--- config.mk ---
export PLATFORM = sky130hd
export DESIGN_NAME = nmi_guard
export DESIGN_NICKNAME = d
export VERILOG_FILES = /design/src/include/nmi_guard_pkg.sv /design/src/verilog/nmi_guard.sv
export SDC_FILE = /design/constraint.sdc
export NUM_CORES = 1
export LEC_CHECK = 0
export ABC_AREA = 1
export BUFFER_PORTS_ARGS = -buffer_cell sky130_fd_sc_hd__buf_4
export CAP_MARGIN = 20
export CORE_MARGIN = 1
export CORE_UTILIZATION = 41
export CTS_BUF_LIST = sky130_fd_sc_hd__clkbuf_8
export DETAILED_ROUTE_END_ITERATION = 12
export GPL_ROUTABILITY_DRIVEN = 0
export HOLD_SLACK_MARGIN = 0.02
export PLACE_DENSITY = 0.93
export SYNTH_ARGS = -nofsm -noshare
export SYNTH_HDL_FRONTEND = slang
export SYNTH_SLANG_ARGS = --single-unit
--- constraint.sdc ---
create_clock -name core_clk -period 1.38 [get_ports core_clk]
set_input_delay 0 -clock core_clk [delete_from_list [all_inputs] [get_ports core_clk]]
set_output_delay 0 -clock core_clk [all_outputs]
set_load 0.05 [all_outputs]
--- src/include/nmi_guard_pkg.sv ---
// constants for the nmi arbitration and boot-loader guard block
// assumes a 20-bit byte address bus and 16-bit vector words
package nmi_guard_pkg;
    localparam int          ADDR_W        = 20;
    localparam int          VEC_W         = 16;
    localparam int          USR_SRC_DEF   = 4;
    localparam int          SYS_SRC_DEF   = 4;
    // protected entry window: 0x01C00..0x01C0F, sixteen bytes
    localparam logic [19:0] SECURE_BASE   = 20'h01C00;
    localparam int          SECURE_LSB    = 4;
    // vector code of source i is (i+1)*VEC_STEP; zero means none pending
    localparam logic [15:0] VEC_STEP      = 16'h0002;
    localparam logic [15:0] VEC_NONE      = 16'h0000;
endpackage

--- src/verilog/nmi_guard.sv ---
// system nmi arbitration, vector read/clear, return ordering and boot-loader ram guard
// assumes a cpu that reports vector reads, handler entry/return and instruction retire
// as one-cycle pulses synchronous to core_clk
`timescale 1ns/1ps
`default_nettype none

// Function
// - with ram as secured boot area, protect only 0x01C00 through 0x01C0F
// - ram windows at 0x01D00, 0x01E00, 0x01F00, 0x02000, 0x02B00 stay open
// - any access to a secured location raises a security reset
// - user vector read clears only the serviced flag, lower flags stay set
// - higher nmi arriving during vector fetch stays pending, no double lower run
// - user and system nmis have separate flags, vectors and arbitration
// - after system handler return, run one instruction before a pending irq
// - system nmis outrank user nmis; user nmi never preempts system handler
module nmi_guard
    import nmi_guard_pkg::*;
#(
    parameter int USR_SRC = nmi_guard_pkg::USR_SRC_DEF,
    parameter int SYS_SRC = nmi_guard_pkg::SYS_SRC_DEF
) (
    input  wire logic                              core_clk,
    input  wire logic                              srst,
    input  wire logic [USR_SRC-1:0]                usr_nmi_set,
    input  wire logic [SYS_SRC-1:0]                sys_nmi_set,
    input  wire logic                              usr_vec_rd,
    input  wire logic                              sys_vec_rd,
    output logic      [nmi_guard_pkg::VEC_W-1:0]   user_nmi_vector_register,
    output logic      [nmi_guard_pkg::VEC_W-1:0]   sys_nmi_vector,
    output logic                                   user_nonmaskable_irq,
    output logic                                   system_nonmaskable_irq,
    input  wire logic                              sys_handler_enter,
    input  wire logic                              sys_handler_return,
    input  wire logic                              instr_retire,
    input  wire logic                              irq_pending,
    output logic                                   irq_grant,
    input  wire logic                              acc_valid,
    input  wire logic [nmi_guard_pkg::ADDR_W-1:0]  acc_addr,
    input  wire logic                              boot_protect_en,
    input  wire logic                              boot_loader_region_in_ram,
    output logic                                   security_reset
);
    import nmi_guard_pkg::*;

    initial begin
        if (USR_SRC < 1 || USR_SRC > 16 || SYS_SRC < 1 || SYS_SRC > 16) begin
            $error("nmi_guard: source counts must be 1..16");
        end
    end

    typedef struct packed {
        logic [USR_SRC-1:0] usr_flags;
        logic [SYS_SRC-1:0] sys_flags;
        logic [VEC_W-1:0]   usr_vec;
        logic [VEC_W-1:0]   sys_vec;
        logic               sys_active;
        logic               irq_hold;
        logic               sec_rst;
    } state_t;

    state_t st_r;
    state_t st_nxt;

    logic [USR_SRC-1:0] usr_clr;
    logic [SYS_SRC-1:0] sys_clr;
    logic               secured_hit;

    always_comb begin
        st_nxt  = st_r;
        usr_clr = '0;
        sys_clr = '0;
        // clear index taken from the vector the cpu actually read, so a flag
        // that lands in the same cycle is never the one removed
        for (int i = 0; i < USR_SRC; i++) begin
            if (usr_vec_rd && st_r.usr_vec == VEC_W'((i + 1) * VEC_STEP)) begin
                usr_clr[i] = 1'b1;
            end
        end
        for (int i = 0; i < SYS_SRC; i++) begin
            if (sys_vec_rd && st_r.sys_vec == VEC_W'((i + 1) * VEC_STEP)) begin
                sys_clr[i] = 1'b1;
            end
        end
        // set wins over clear
        st_nxt.usr_flags = (st_r.usr_flags & ~usr_clr) | usr_nmi_set;
        st_nxt.sys_flags = (st_r.sys_flags & ~sys_clr) | sys_nmi_set;
        // lowest index is highest priority; scan from the top index down, the last hit wins
        st_nxt.usr_vec = VEC_NONE;
        for (int i = USR_SRC - 1; i >= 0; i--) begin
            if (st_nxt.usr_flags[i]) begin
                st_nxt.usr_vec = VEC_W'((i + 1) * VEC_STEP);
            end
        end
        st_nxt.sys_vec = VEC_NONE;
        for (int i = SYS_SRC - 1; i >= 0; i--) begin
            if (st_nxt.sys_flags[i]) begin
                st_nxt.sys_vec = VEC_W'((i + 1) * VEC_STEP);
            end
        end
        if (sys_handler_enter) begin
            st_nxt.sys_active = 1'b1;
        end else if (sys_handler_return) begin
            st_nxt.sys_active = 1'b0;
        end
        // one instruction of the interrupted program must retire first
        if (sys_handler_return) begin
            st_nxt.irq_hold = 1'b1;
        end else if (instr_retire) begin
            st_nxt.irq_hold = 1'b0;
        end
        st_nxt.sec_rst = secured_hit;
        if (srst) begin
            st_nxt = '0;
        end
    end

    // exact sixteen-byte match; the mirrored windows are not decoded at all
    assign secured_hit = acc_valid && boot_protect_en && boot_loader_region_in_ram
                         && (acc_addr[ADDR_W-1:SECURE_LSB] == SECURE_BASE[ADDR_W-1:SECURE_LSB]);

    always_ff @(posedge core_clk) begin
        st_r <= st_nxt;
    end

    assign user_nmi_vector_register = st_r.usr_vec;
    assign sys_nmi_vector           = st_r.sys_vec;
    assign system_nonmaskable_irq   = (st_r.sys_vec != VEC_NONE);
    // user requests are held back entirely while a system handler runs
    assign user_nonmaskable_irq     = (st_r.usr_vec != VEC_NONE) && !st_r.sys_active
                                      && !system_nonmaskable_irq;
    assign irq_grant                = irq_pending && !st_r.sys_active && !st_r.irq_hold;
    assign security_reset           = st_r.sec_rst;

    // guard window checks
    window_exact_a: assert property (@(posedge core_clk) disable iff (srst)
        acc_valid && boot_protect_en && boot_loader_region_in_ram && acc_addr >= 20'h01C00 && acc_addr <= 20'h01C0F
        |=> security_reset) else $error("secured window access gave no reset");

    outside_open_a: assert property (@(posedge core_clk) disable iff (srst)
        acc_valid && acc_addr[ADDR_W-1:SECURE_LSB] != SECURE_BASE[ADDR_W-1:SECURE_LSB] |=> !security_reset)
        else $error("address outside window raised a reset");

    ram_only_a: assert property (@(posedge core_clk) disable iff (srst)
        !boot_loader_region_in_ram |=> !security_reset)
        else $error("reset raised with ram not selected");

    mirror_open_a: assert property (@(posedge core_clk) disable iff (srst)
        acc_valid && (acc_addr[19:4] == 16'h01D0 || acc_addr[19:4] == 16'h01E0 || acc_addr[19:4] == 16'h01F0
        || acc_addr[19:4] == 16'h0200 || acc_addr[19:4] == 16'h02B0) |=> !security_reset)
        else $error("mirror window raised a reset");

    reset_cause_a: assert property (@(posedge core_clk) disable iff (srst)
        security_reset |-> $past(acc_valid) && $past(boot_protect_en) && $past(boot_loader_region_in_ram))
        else $error("security reset without secured access");

    reset_pulse_a: assert property (@(posedge core_clk) disable iff (srst)
        !acc_valid |=> !security_reset)
        else $error("security reset outlived its access");

    // user vector read and clear
    single_clear_a: assert property (@(posedge core_clk) disable iff (srst)
        usr_vec_rd |=> $countones($past(st_r.usr_flags) & ~st_r.usr_flags) <= 1)
        else $error("vector read cleared more than one flag");

    keep_lower_a: assert property (@(posedge core_clk) disable iff (srst)
        usr_vec_rd ##1 usr_vec_rd |=> $countones($past(st_r.usr_flags, 2) & ~st_r.usr_flags) <= 2)
        else $error("back-to-back reads lost a flag");

    arrive_kept_a: assert property (@(posedge core_clk) disable iff (srst)
        usr_vec_rd && usr_nmi_set[0] |=> st_r.usr_flags[0] ##0 user_nmi_vector_register == VEC_STEP)
        else $error("nmi arriving during fetch was lost");

    set_wins_a: assert property (@(posedge core_clk) disable iff (srst)
        (|usr_nmi_set) |=> (st_r.usr_flags & $past(usr_nmi_set)) == $past(usr_nmi_set))
        else $error("arriving user nmi was dropped");

    // system side keeps its own flags
    types_apart_a: assert property (@(posedge core_clk) disable iff (srst)
        usr_vec_rd && !sys_vec_rd && !(|sys_nmi_set) |=> st_r.sys_flags == $past(st_r.sys_flags))
        else $error("user read touched system flags");

    sys_clear_a: assert property (@(posedge core_clk) disable iff (srst)
        sys_vec_rd |=> $countones($past(st_r.sys_flags) & ~st_r.sys_flags) <= 1)
        else $error("system read cleared more than one flag");

    sys_set_kept_a: assert property (@(posedge core_clk) disable iff (srst)
        (|sys_nmi_set) |=> (st_r.sys_flags & $past(sys_nmi_set)) == $past(sys_nmi_set))
        else $error("arriving system nmi was dropped");

    // return ordering
    one_instr_a: assert property (@(posedge core_clk) disable iff (srst)
        sys_handler_return && !instr_retire ##1 !instr_retire |-> !irq_grant)
        else $error("irq granted before one instruction ran");

    no_grant_active_a: assert property (@(posedge core_clk) disable iff (srst)
        st_r.sys_active |-> !irq_grant)
        else $error("irq granted inside system handler");

    grant_free_a: assert property (@(posedge core_clk) disable iff (srst)
        irq_pending && !st_r.sys_active && !st_r.irq_hold |-> irq_grant)
        else $error("free irq was not granted");

    // priority between the two types
    sys_first_a: assert property (@(posedge core_clk) disable iff (srst)
        (system_nonmaskable_irq || st_r.sys_active) |-> !user_nonmaskable_irq)
        else $error("user nmi disturbed system nmi");

    usr_irq_up_a: assert property (@(posedge core_clk) disable iff (srst)
        st_r.usr_vec != VEC_NONE && !st_r.sys_active && !system_nonmaskable_irq |-> user_nonmaskable_irq)
        else $error("pending user nmi not requested");

    sys_irq_up_a: assert property (@(posedge core_clk) disable iff (srst)
        st_r.sys_flags != '0 |-> system_nonmaskable_irq)
        else $error("pending system nmi not requested");

    // vector codes
    empty_zero_a: assert property (@(posedge core_clk) disable iff (srst)
        st_r.usr_flags == '0 |-> user_nmi_vector_register == VEC_NONE)
        else $error("vector nonzero with no flag");

    usr_nonzero_a: assert property (@(posedge core_clk) disable iff (srst)
        st_r.usr_flags != '0 |-> user_nmi_vector_register != VEC_NONE)
        else $error("user vector zero with flag pending");

    top_code_a: assert property (@(posedge core_clk) disable iff (srst)
        st_r.usr_flags[0] |-> user_nmi_vector_register == VEC_STEP)
        else $error("user vector missed top flag");

    sys_zero_a: assert property (@(posedge core_clk) disable iff (srst)
        st_r.sys_flags == '0 |-> sys_nmi_vector == VEC_NONE)
        else $error("system vector nonzero with no flag");

    sys_top_a: assert property (@(posedge core_clk) disable iff (srst)
        st_r.sys_flags[0] |-> sys_nmi_vector == VEC_STEP)
        else $error("system vector missed top flag");
endmodule

`default_nettype wire

### Word-level counts from Yosys, hierarchy flattened

Cells that the tools add are included.

| cells by class | value |
|---|---|
| add/sub/neg operators | 0 |
| multipliers | 0 |
| divide/modulo/power cells | 0 |
| magnitude comparators | 0 |
| equal/unequal tests | 9 |
| shift-type cells | 0 |
| multiplexer cells | 20 |
| bitwise gates (word level) | 6 |
| reduce and logical (&&, ||, !) cells | 26 |

Operator list:

| cell | count |
|---|---|
| $reduce_bool A16 Y1 | 2 |
| $eq A16 B9 Y1 const B | 1 |
| $eq A4 B3 Y1 const B | 4 |
| $logic_and A1 B1 Y1 | 15 |
| $mux W1 | 12 |
| $mux W3 | 4 |
| $and A4 B4 Y4 | 2 |
| $eq A4 B2 Y1 const B | 2 |
| $eq A4 B4 Y1 const B | 2 |
| $mux W4 | 2 |
| $not A4 Y4 | 2 |
| $or A4 B4 Y4 | 2 |
| $reduce_or A4 Y1 | 2 |
| $mux W2 | 2 |
| $reduce_bool A2 Y1 | 2 |
| $reduce_or A2 Y1 | 2 |
| $logic_not A1 Y1 | 3 |

| word-level totals | value |
|---|---|
| register bits | 19 |
| latch bits | 0 |
| bits in writable memories | 0 |
| bits in read-only memories | 0 |
| input bits | 39 |
| word-level logic and storage cells | 72 |
| memories kept | 0 |

### Logic depth before layout (Yosys ltp)

Gate-level depths: netlist of run 1.

| depth | value |
|---|---|
| depth in word-level cells | 10 |
| depth in mapped cells | 8 |
| gate-level depth less buffers | 8 |

### Worst setup path before layout of run 1

No wires, ideal clock.

| path | value |
|---|---|
| path type | register -> output |
| start | reg st_r, in the netlist sys_nmi_vector[1] |
| end | out user_nonmaskable_irq |
| arrival time | 1.953 ns |
| path slack | -0.573 ns |
| cell stages (with the launch flop) | 4 |
| path buffers | 0 |
| cells stage by stage | dfxtp_1 -> nor2_1 -> nand2_1 -> nor3_1 |

| between the ends | value |
|---|---|
| cells in the longest elaborated chain, start to end | 3 |

RTL lines:

| item | line | RTL |
|---|---|---|
| start: declaration | nmi_guard.sv:61 | `state_t st_r;` |
| start signal: assignment | nmi_guard.sv:122 | `st_r <= st_nxt;` |
| $reduce_bool A16 Y1 | nmi_guard.sv:127 | `assign system_nonmaskable_irq = (st_r.sys_vec != VEC_NONE);` |
| net system_nonmaskable_irq | nmi_guard.sv:31 | `output logic system_nonmaskable_irq,` |
| $logic_not A1 Y1 | nmi_guard.sv:130 | `&& !system_nonmaskable_irq;` |
| $logic_and A1 B1 Y1 | nmi_guard.sv:130 |  |
| end: declaration | nmi_guard.sv:30 | `output logic user_nonmaskable_irq,` |

The timed path passes the listed nets, and every way through them passes these cells.

### Final worst setup path of run 1

| path | value |
|---|---|
| start | in sys_handler_enter |
| end | reg st_r[2] in the netlist's numbering |

| between the ends | value |
|---|---|
| cells in the longest elaborated chain, start to end | 1 |
| elaborated cells between the ends (all ways) | 2 |

RTL lines:

| item | line | RTL |
|---|---|---|
| start: declaration | nmi_guard.sv:32 | `input wire logic sys_handler_enter,` |
| $mux W1 / $reduce_bool A2 Y1 (equally long branches) | n/a |  |

Parallel ways exist; a longest one is shown, timed or not.
A chain may end at the register's enable or synchronous reset.

==> flow_summary.toml, run 1 <==
[pwr]
peakVddDrop_mv = 0.5464
clkPwrFrac = 0.255
seq_power_share = 0.402
powerDensity_nw_per_um2 = 966.3
switching_share = 0.3597
p_leak_nw = 0.7790
switchingPower_mw = 0.4862
power_frac_comb = 0.343
internal_power_mw = 0.8655

[yosys]
yosysUniqueCellTypes = 18
synth_area_leader_cell = "dfxtp_1"
synth_seq_area_share = 0.3392
ys_ff_latch = 17
synth.most_common_cell = "buf_4"
synth-async-reset-ratio = 0
syn_inst = 144
synth.area.top_cells = "dfxtp_1 (34%), buf_4 (24%), nand2_1 (10%)"
yosysTopAreaCellShare = 0.3392
synth_commonest_cells = "buf_4 (32), nand2_1 (28), inv_1 (23)"
syn_avg_cell_area_sq_um = 6.968
netlist_area_sq_um = 1003
synth_ff_type = "dfxtp_1"
ys_warn_count = 0
synth-edff-count = 0

[floorplanning]
die_h_microns = 51.47
coreArea_sq_um = 2255
die-width_microns = 51.47
initial_core_util = 0.4451
die_area_sq_um = 2649
rows = 17
io_pins = 75

[route]
wire_per_inst_microns = 8.754
drc = 0
first_pass_iters = 4
vias = 914
ant_nets = 0
viasPerCell = 4.080
drtIter0Drc = 5
routed_wl_microns = 1961

[setup_path]
end_kind = "flip-flop"
setup.worst_path.class = "in -> reg"
startpoint = "sys_handler_enter"
critPathLaunchType = "input pin"
arrival_ns = 1.36
r2r_start = "st_r[2]"
crit_required_ns = 1.51
crit_path_max_fanout = 1

[placed_design]
hpwl_microns = 1460
portBuffers = 44
dpl.cell_count = 208

[clocking]
ctsRootBufferMaster = "clkbuf_8"
holdBufCountCts = 12
cts.sink_count = 17
ctsResizeCount = 0
clk_path_buf_depth = 2
post_cts_buffers = 0
clkSlewWorstSetupHoldPaths_ns = 0.06
cts_tree = "built"
clock_latency_ns = 0.24
cts_buffers = 3
htree_levels = 1

[layout]
area_delta_synth_final_pct = 39.40
finalNonFillerCells = 224
diodes = 0
drive_above_1_share = 0.3010
num-nets-final = 236

[flow_run]
cap_viol_max_count = 0

[timing]
tns_ns = 0
min_period_ns = 1.225
drv_slew = 0
clock_skew_ns = 0.0003194
hold_viol = 0
setup_violations = 0
fin_crit_sh = 0.8879
fmaxAchievable_mhz = 816.1
rsz0062_at_grt = "no"

[hold_path]
hp-start = "sys_nmi_set[3]"
hold_path_class = "in -> reg"

[global_route]
grt_pass1_vias = 793
grt_max_degree = 10
grt_first_pass_wirelength_microns = 3029
antenna_found_initial = 0
grt_overflow = 0
grt_usage = 0.1544

[run_status]
status = "finished clean"
## cells in the final DEF, fill, tap and decap left out, drive strengths merged
cell / Yosys / layout
dfxtp: 17 / 17
nor2: 17 / 17
conb: 1 / 26
nor4: 1 / 1
a21o: 1 / 1
nor3: 5 / 5
nand3: 5 / 5
nor3b: 1 / 1
buf: 33 / 44
inv: 23 / 24
clkbuf: 0 / 3
nand4: 1 / 1
a21oi: 7 / 7
dlygate4sd3: 0 / 12
nand2: 32 / 32
## path summary, 6_finish.rpt
kind              endpoint  slack, ns  cells after the start
hold reg to reg   st_r[38]       0.48                      2
hold / removal    st_r[38]       0.02                      3
setup / recovery   st_r[2]       0.15                      5
setup reg to reg   st_r[2]       0.16                      3
## area by class of cell
cell class                      count  area [sq um]
Sequential cell                    17         340.3
Clock buffer                        3         41.29
Multi-Input combinational cell     96         441.7
Fill cell                         208         855.8
Clock inverter                      1         3.754
Inverter                           23         86.33
Tap cell                           28         35.03
Timing Repair Buffer               56         450.4
## metal layers
| metal | vias to the layer above | global-route usage | wire length (microns) |
|---|---|---|---|
| met4 | 0 | 0.05405 | 17 |
| met2 | 47 | 0.2965 | 1029 |
| met5 | - | 0 | 0 |
| met3 | 2 | 0.02083 | 150 |
| met1 | 389 | 0.1688 | 764 |
| li1 | 476 | - | - |
## power groups by stage
stage / sequential, mW / clock, mW / combinational [mW]
6_report: 0.543 / 0.345 / 0.464
5_1_grt: 0.547 / 0.375 / 0.496
4_1_cts: 0.543 / 0.351 / 0.462
3_5_place_dp: 0.554 / 0 / 0.435
3_3_place_gp: 0.553 / 0 / 0.429
2_1_floorplan: 0.549 / 0 / 0.390
## state kept, by name, indices dropped and copies added (netlist names)
register,count
sys_nmi_vector,3
security_reset,1
st_r,10
user_nmi_vector_register,3
## through the flow
step	setup slack (ns)	hold slack, ns	util	cell area [sq um]	power, mW
final	0.1546	0.02200	0.6204	1399	1.352
after global routing	0.06293	0.04600	0.6204	1399	1.418
after CTS	0.1558	0.02241	0.6204	1399	1.357
after detailed placement	0.3149	0.2178	0.5472	1234	0.9889
after global placement	0.3400	0.2089	0.5472	1234	0.9813
after floorplan	0.02079	0.1174	-	1114	0.9395
## critical path: stages
cell	delay, ns
dlygate4sd3_1	0.54
buf_4	0.13
a21oi_1	0.10
nor2_1	0.05
dlygate4sd3_1	0.54
## logic make-up (layout without fill, tap and decap cells)
logic type | after synthesis | after routing | share of synthesized area
and+or+nand+nor | 62 | 62 | 0.2805
buffers and inverters | 56 | 83 | 0.3304
DFF | 17 | 17 | 0.3392
AOI/OAI and AO/OA | 8 | 8 | 0.04614
other | 1 | 26 | 0.003737
Power figures use the tool's default switching activity.
==> run 2: changes to the inputs <==
clock period = 1.2 ns   (was 1.38 ns; I/O delays follow)
==> flow_summary.toml, run 2 (synthesis results as in run 1) <==
[global_route]
antenna_found_initial = 0
grt_pass1_vias = 827
grt_overflow = 0
grt_max_degree = 10
grt_first_pass_wirelength_microns = 3091
grt_usage = 0.1557

[floorplanning]
coreArea_sq_um = 2255
die-width_microns = 51.47
die_area_sq_um = 2649
rows = 17
io_pins = 75
die_h_microns = 51.47
initial_core_util = 0.4451

[flow_run]
cap_viol_max_count = 0

[layout]
regMostFlops = "st_r"
drive_above_1_share = 0.3316
diodes = 0
mostFrequentLayoutCells = "buf_4 (42), nand2_1 (27), conb_1 (26)"
finalNonFillerCells = 224
fin_util = 0.6337
largest_register_ffs = 10
fillers = 197
area_delta_synth_final_pct = 42.39
mostFrequentLayoutCell = "buf_4"
num-nets-final = 236

[timing]
hold_viol = 0
drv_slew = 0
min_period_ns = 1.164
fin_crit_sh = 0.9700
worst_slack_ns = 0.03603
clock_skew_ns = 0.0003118
fmaxAchievable_mhz = 859.1
setup_violations = 0
tns_ns = 0
rsz0062_at_grt = "yes"

[clocking]
ctsRootBufferMaster = "clkbuf_8"
clk_path_buf_depth = 2
cts_tree = "built"
post_cts_buffers = 0
cts_buffers = 3
clkSlewWorstSetupHoldPaths_ns = 0.06
cts.sink_count = 17
clock_latency_ns = 0.24
htree_levels = 1

[setup_path]
end_kind = "flip-flop"
setup.worst_path.class = "in -> reg"
reg2reg_depth = 3
crit_required_ns = 1.38
critPathLaunchType = "input pin"
crit_path_max_fanout = 8
arrival_ns = 1.35

[route]
first_pass_iters = 3
ant_nets = 0
drtIter0Drc = 6
drc = 0
vias = 915
routed_wl_microns = 1921
viasPerCell = 4.085
wire_per_inst_microns = 8.576

[pwr]
switchingPower_mw = 0.5581
power_frac_comb = 0.348
p_leak_nw = 0.7849
p_total_mw = 1.562
clkPwrFrac = 0.249
peakVddDrop_mv = 0.7235
internal_power_mw = 1.004
powerDensity_nw_per_um2 = 1093
switching_share = 0.3572
seq_power_share = 0.403

[run_status]
status = "finished clean"

[placed_design]
hpwl_microns = 1503
dpl.cell_count = 208
portBuffers = 44
post-place-ws_ns = 0.1060

[hold_path]
hold_path_depth = 3
hold_path_class = "in -> reg"
[run 2: repair_timing]
action / CTS / global route
endpoints found under the hold margin: 9 / 0
pin swaps: 0 / 3
endpoints found under the setup margin: 1 / 4
gates resized for setup: 1 / 8
hold buffers: 12 / 0
[run 2: power by group through the flow]
stage	Combinational (mW)	Clock (mW)	Sequential (mW)
after global routing	0.581	0.417	0.635
after global placement	0.493	0	0.635
final	0.544	0.389	0.630
after CTS	0.535	0.392	0.625
after detailed placement	0.501	0	0.637
after floorplan	0.449	0	0.632
[run 2: path summary, 6_finish.rpt]
kind / from / to / slack, ns
min: sys_nmi_set[3] / st_r[38] / 0.03
max: srst / st_r[1] / 0.04
min reg2reg: st_r[38] / st_r[38] / 0.47
max reg2reg: st_r[1] / st_r[1] / 0.07
[run 2: per-stage QoR]
| stage | area (sq um) | hold slack, ns |
|---|---|---|
| 5_1_grt | 1429 | 0.03116 |
| 2_1_floorplan | 1114 | 0.1174 |
| 4_1_cts | 1403 | 0.03099 |
| 6_report | 1429 | 0.02822 |
| 3_5_place_dp | 1234 | 0.2119 |
| 3_3_place_gp | 1234 | 0.2087 |
[run 2: cell type report]
type / count / area [sq um] / share of cell area
Tap cell: 28 / 35.03 / 0.02452
Timing Repair Buffer: 56 / 457.9 / 0.3205
Clock buffer: 3 / 41.29 / 0.02890
Multi-Input combinational cell: 96 / 461.7 / 0.3231
Sequential cell: 17 / 342.8 / 0.2399
Inverter: 23 / 86.33 / 0.06042
Clock inverter: 1 / 3.754 / 0.002627
[run 2: critical path, stage by stage]
cell           delay (ns)
dlygate4sd3_1        0.55
buf_6                0.14
a21oi_1              0.11
dlygate4sd3_1        0.55
[run 2: per-layer routing]
layer | vias up | global-route usage | part of all wire
li1 | 479 | - | -
met1 | 389 | 0.1709 | 0.39
met2 | 45 | 0.3074 | 0.53
met3 | 2 | 0.01786 | 0.070
met4 | 0 | 0.04054 | 0.0088
met5 | - | 0 | 0
==> run 3: changes to the inputs <==
CELL_PAD_IN_SITES_DETAIL_PLACEMENT = 0   (was default)
CELL_PAD_IN_SITES_GLOBAL_PLACEMENT = 1   (was default)
CORE_UTILIZATION = 24   (was 41)
PLACE_DENSITY = 0.89   (was 0.93)
clock period = 1 ns   (was 1.2 ns; I/O delays follow)
==> flow_summary.toml, run 3 (synthesis results as in run 1) <==
[route]
drc = 0
wire_per_inst_microns = 8.231
viasPerCell = 3.806
vias = 940
ant_nets = 0
drtIter0Drc = 6
first_pass_iters = 3
routed_wl_microns = 2033

[setup_path]
slowest_stage = "dfxtp_4"
end_kind = "primary output"
critPathLaunchType = "flip-flop"
endpoint = "user_nonmaskable_irq"
reg2reg_to = "sys_nmi_vector[3]"
crit_chain = "buf_6, nor3_4, nor3_4, buf_6"
cpPeakStageDelay_ns = 0.36
rrSetupSlack_ns = -0.03
startpoint = "user_nmi_vector_register[3]"
r2r_start = "sys_nmi_vector[2]"
crit_required_ns = 1.00
crit_path_max_fanout = 2
reg2reg_depth = 8
setup.worst_path.class = "reg -> out"
arrival_ns = 1.09

[layout]
regArea_sq_um = 360.3
mostFrequentLayoutCell = "buf_4"
fillers = 431
multiInputGateArea_sq_um = 523.0
num-nets-final = 237
fin_util = 0.3901
area_delta_synth_final_pct = 55.49
regMostFlops = "st_r"
largest_register_ffs = 10
mostFrequentLayoutCells = "buf_4 (40), conb_1 (26), nand2_1 (20)"
drive_above_1_share = 0.4569
finalNonFillerCells = 247
diodes = 0

[pwr]
powerDensity_nw_per_um2 = 1246
p_leak_nw = 0.7913
clkPwrFrac = 0.255
p_total_mw = 1.945
peakVddDrop_mv = 0.3637
switching_share = 0.3690
power_frac_comb = 0.357
seq_power_share = 0.389
internal_power_mw = 1.227
switchingPower_mw = 0.7175

[clocking]
cts.sink_count = 17
cts_tree = "built"
clk_path_buf_depth = 2
htree_levels = 1
clock_latency_ns = 0.24
ctsRootBufferMaster = "clkbuf_8"
cts_buffers = 3
clkSlewWorstSetupHoldPaths_ns = 0.06

[floorplanning]
die_h_microns = 66.66
die-width_microns = 66.66
die_area_sq_um = 4444
io_pins = 75
rows = 23
initial_core_util = 0.2509
coreArea_sq_um = 4000

[timing]
rsz0062_at_grt = "yes"
fmaxAchievable_mhz = 918.7
fin_crit_sh = 1.088
hold_viol = 0
drv_slew = 0
worst_slack_ns = -0.08845
min_period_ns = 1.088
timing.hold.ws_ns = 0.01755
setup_violations = 6
clock_skew_ns = 0.003711

[global_route]
grt_max_degree = 11
grt_pass1_vias = 828
grt_overflow = 0
grt_usage = 0.09179
antenna_found_initial = 0
grt_first_pass_wirelength_microns = 3105

[placed_design]
hpwl_microns = 1509
portBuffers = 44
dpl.cell_count = 232
post-place-ws_ns = -0.05340

[run_status]
status = "finished with violations"
violations = "setup timing"

[hold_path]
hold_path_class = "in -> reg"

[flow_run]
cap_viol_max_count = 0
==> run 3: repair_timing <==
item / CTS / global route
pin swaps: 4 / 12
hold buffers: 11 / 0
endpoints found under the hold margin: 12 / 0
buffers inserted: 2 / 1
resized for setup: 13 / 31
gates cloned: 0 / 0
setup endpoints to repair: 9 / 16
==> run 3: routing by layer <==
| layer | global-route usage | share of wire | up-vias |
|---|---|---|---|
| met4 | 0.04787 | 0.015 | 0 |
| li1 | - | - | 480 |
| met5 | 0 | 0 | - |
| met1 | 0.09631 | 0.39 | 413 |
| met3 | 0.01370 | 0.069 | 2 |
| met2 | 0.1730 | 0.53 | 45 |
==> run 3: worst min-delay path by stage <==
stage               slack [ns]  cells past startpoint          startpoint        endpoint
global route              0.04                      3  sys_handler_return         st_r[1]
floorplan                 0.12                      2   sys_handler_enter         st_r[2]
finish                    0.02                      4         acc_addr[6]  security_reset
detailed placement        0.24                      3   sys_handler_enter         st_r[2]
CTS                       0.02                      3  sys_handler_return         st_r[1]
global placement          0.22                      3   sys_handler_enter         st_r[2]
==> run 3: final cells by class <==
cell class	instances	area share
multi-input cells	96	0.3352
repair buffers	57	0.3063
flip-flops and latches	17	0.2310
inverters	23	0.05774
well taps	50	0.04010
clock buffers	3	0.02646
clock inverters	1	0.003208
==> run 3: power groups by stage <==
stage	clock network [mW]	registers (mW)	logic, mW
after global placement	0	0.763	0.605
after CTS	0.511	0.753	0.657
after global routing	0.532	0.762	0.748
after floorplan	0	0.758	0.539
after detailed placement	0	0.763	0.608
final	0.495	0.756	0.693
==> run 3: critical path, delay by kind of cell (launching register included) <==
| kind | cells | cell delay (ns) |
|---|---|---|
| buffers and inverters | 2 | 0.27 |
| DFF | 1 | 0.36 |
| and+or+nand+nor | 2 | 0.21 |
==> run 3: metrics by stage <==
step,instance area [sq um],setup TNS (ns)
CTS,1471,-0.2895
finish,1560,-0.2397
global placement,1276,-0.08250
global route,1560,-1.009
floorplan,1114,-0.3592
detailed placement,1276,-0.1163
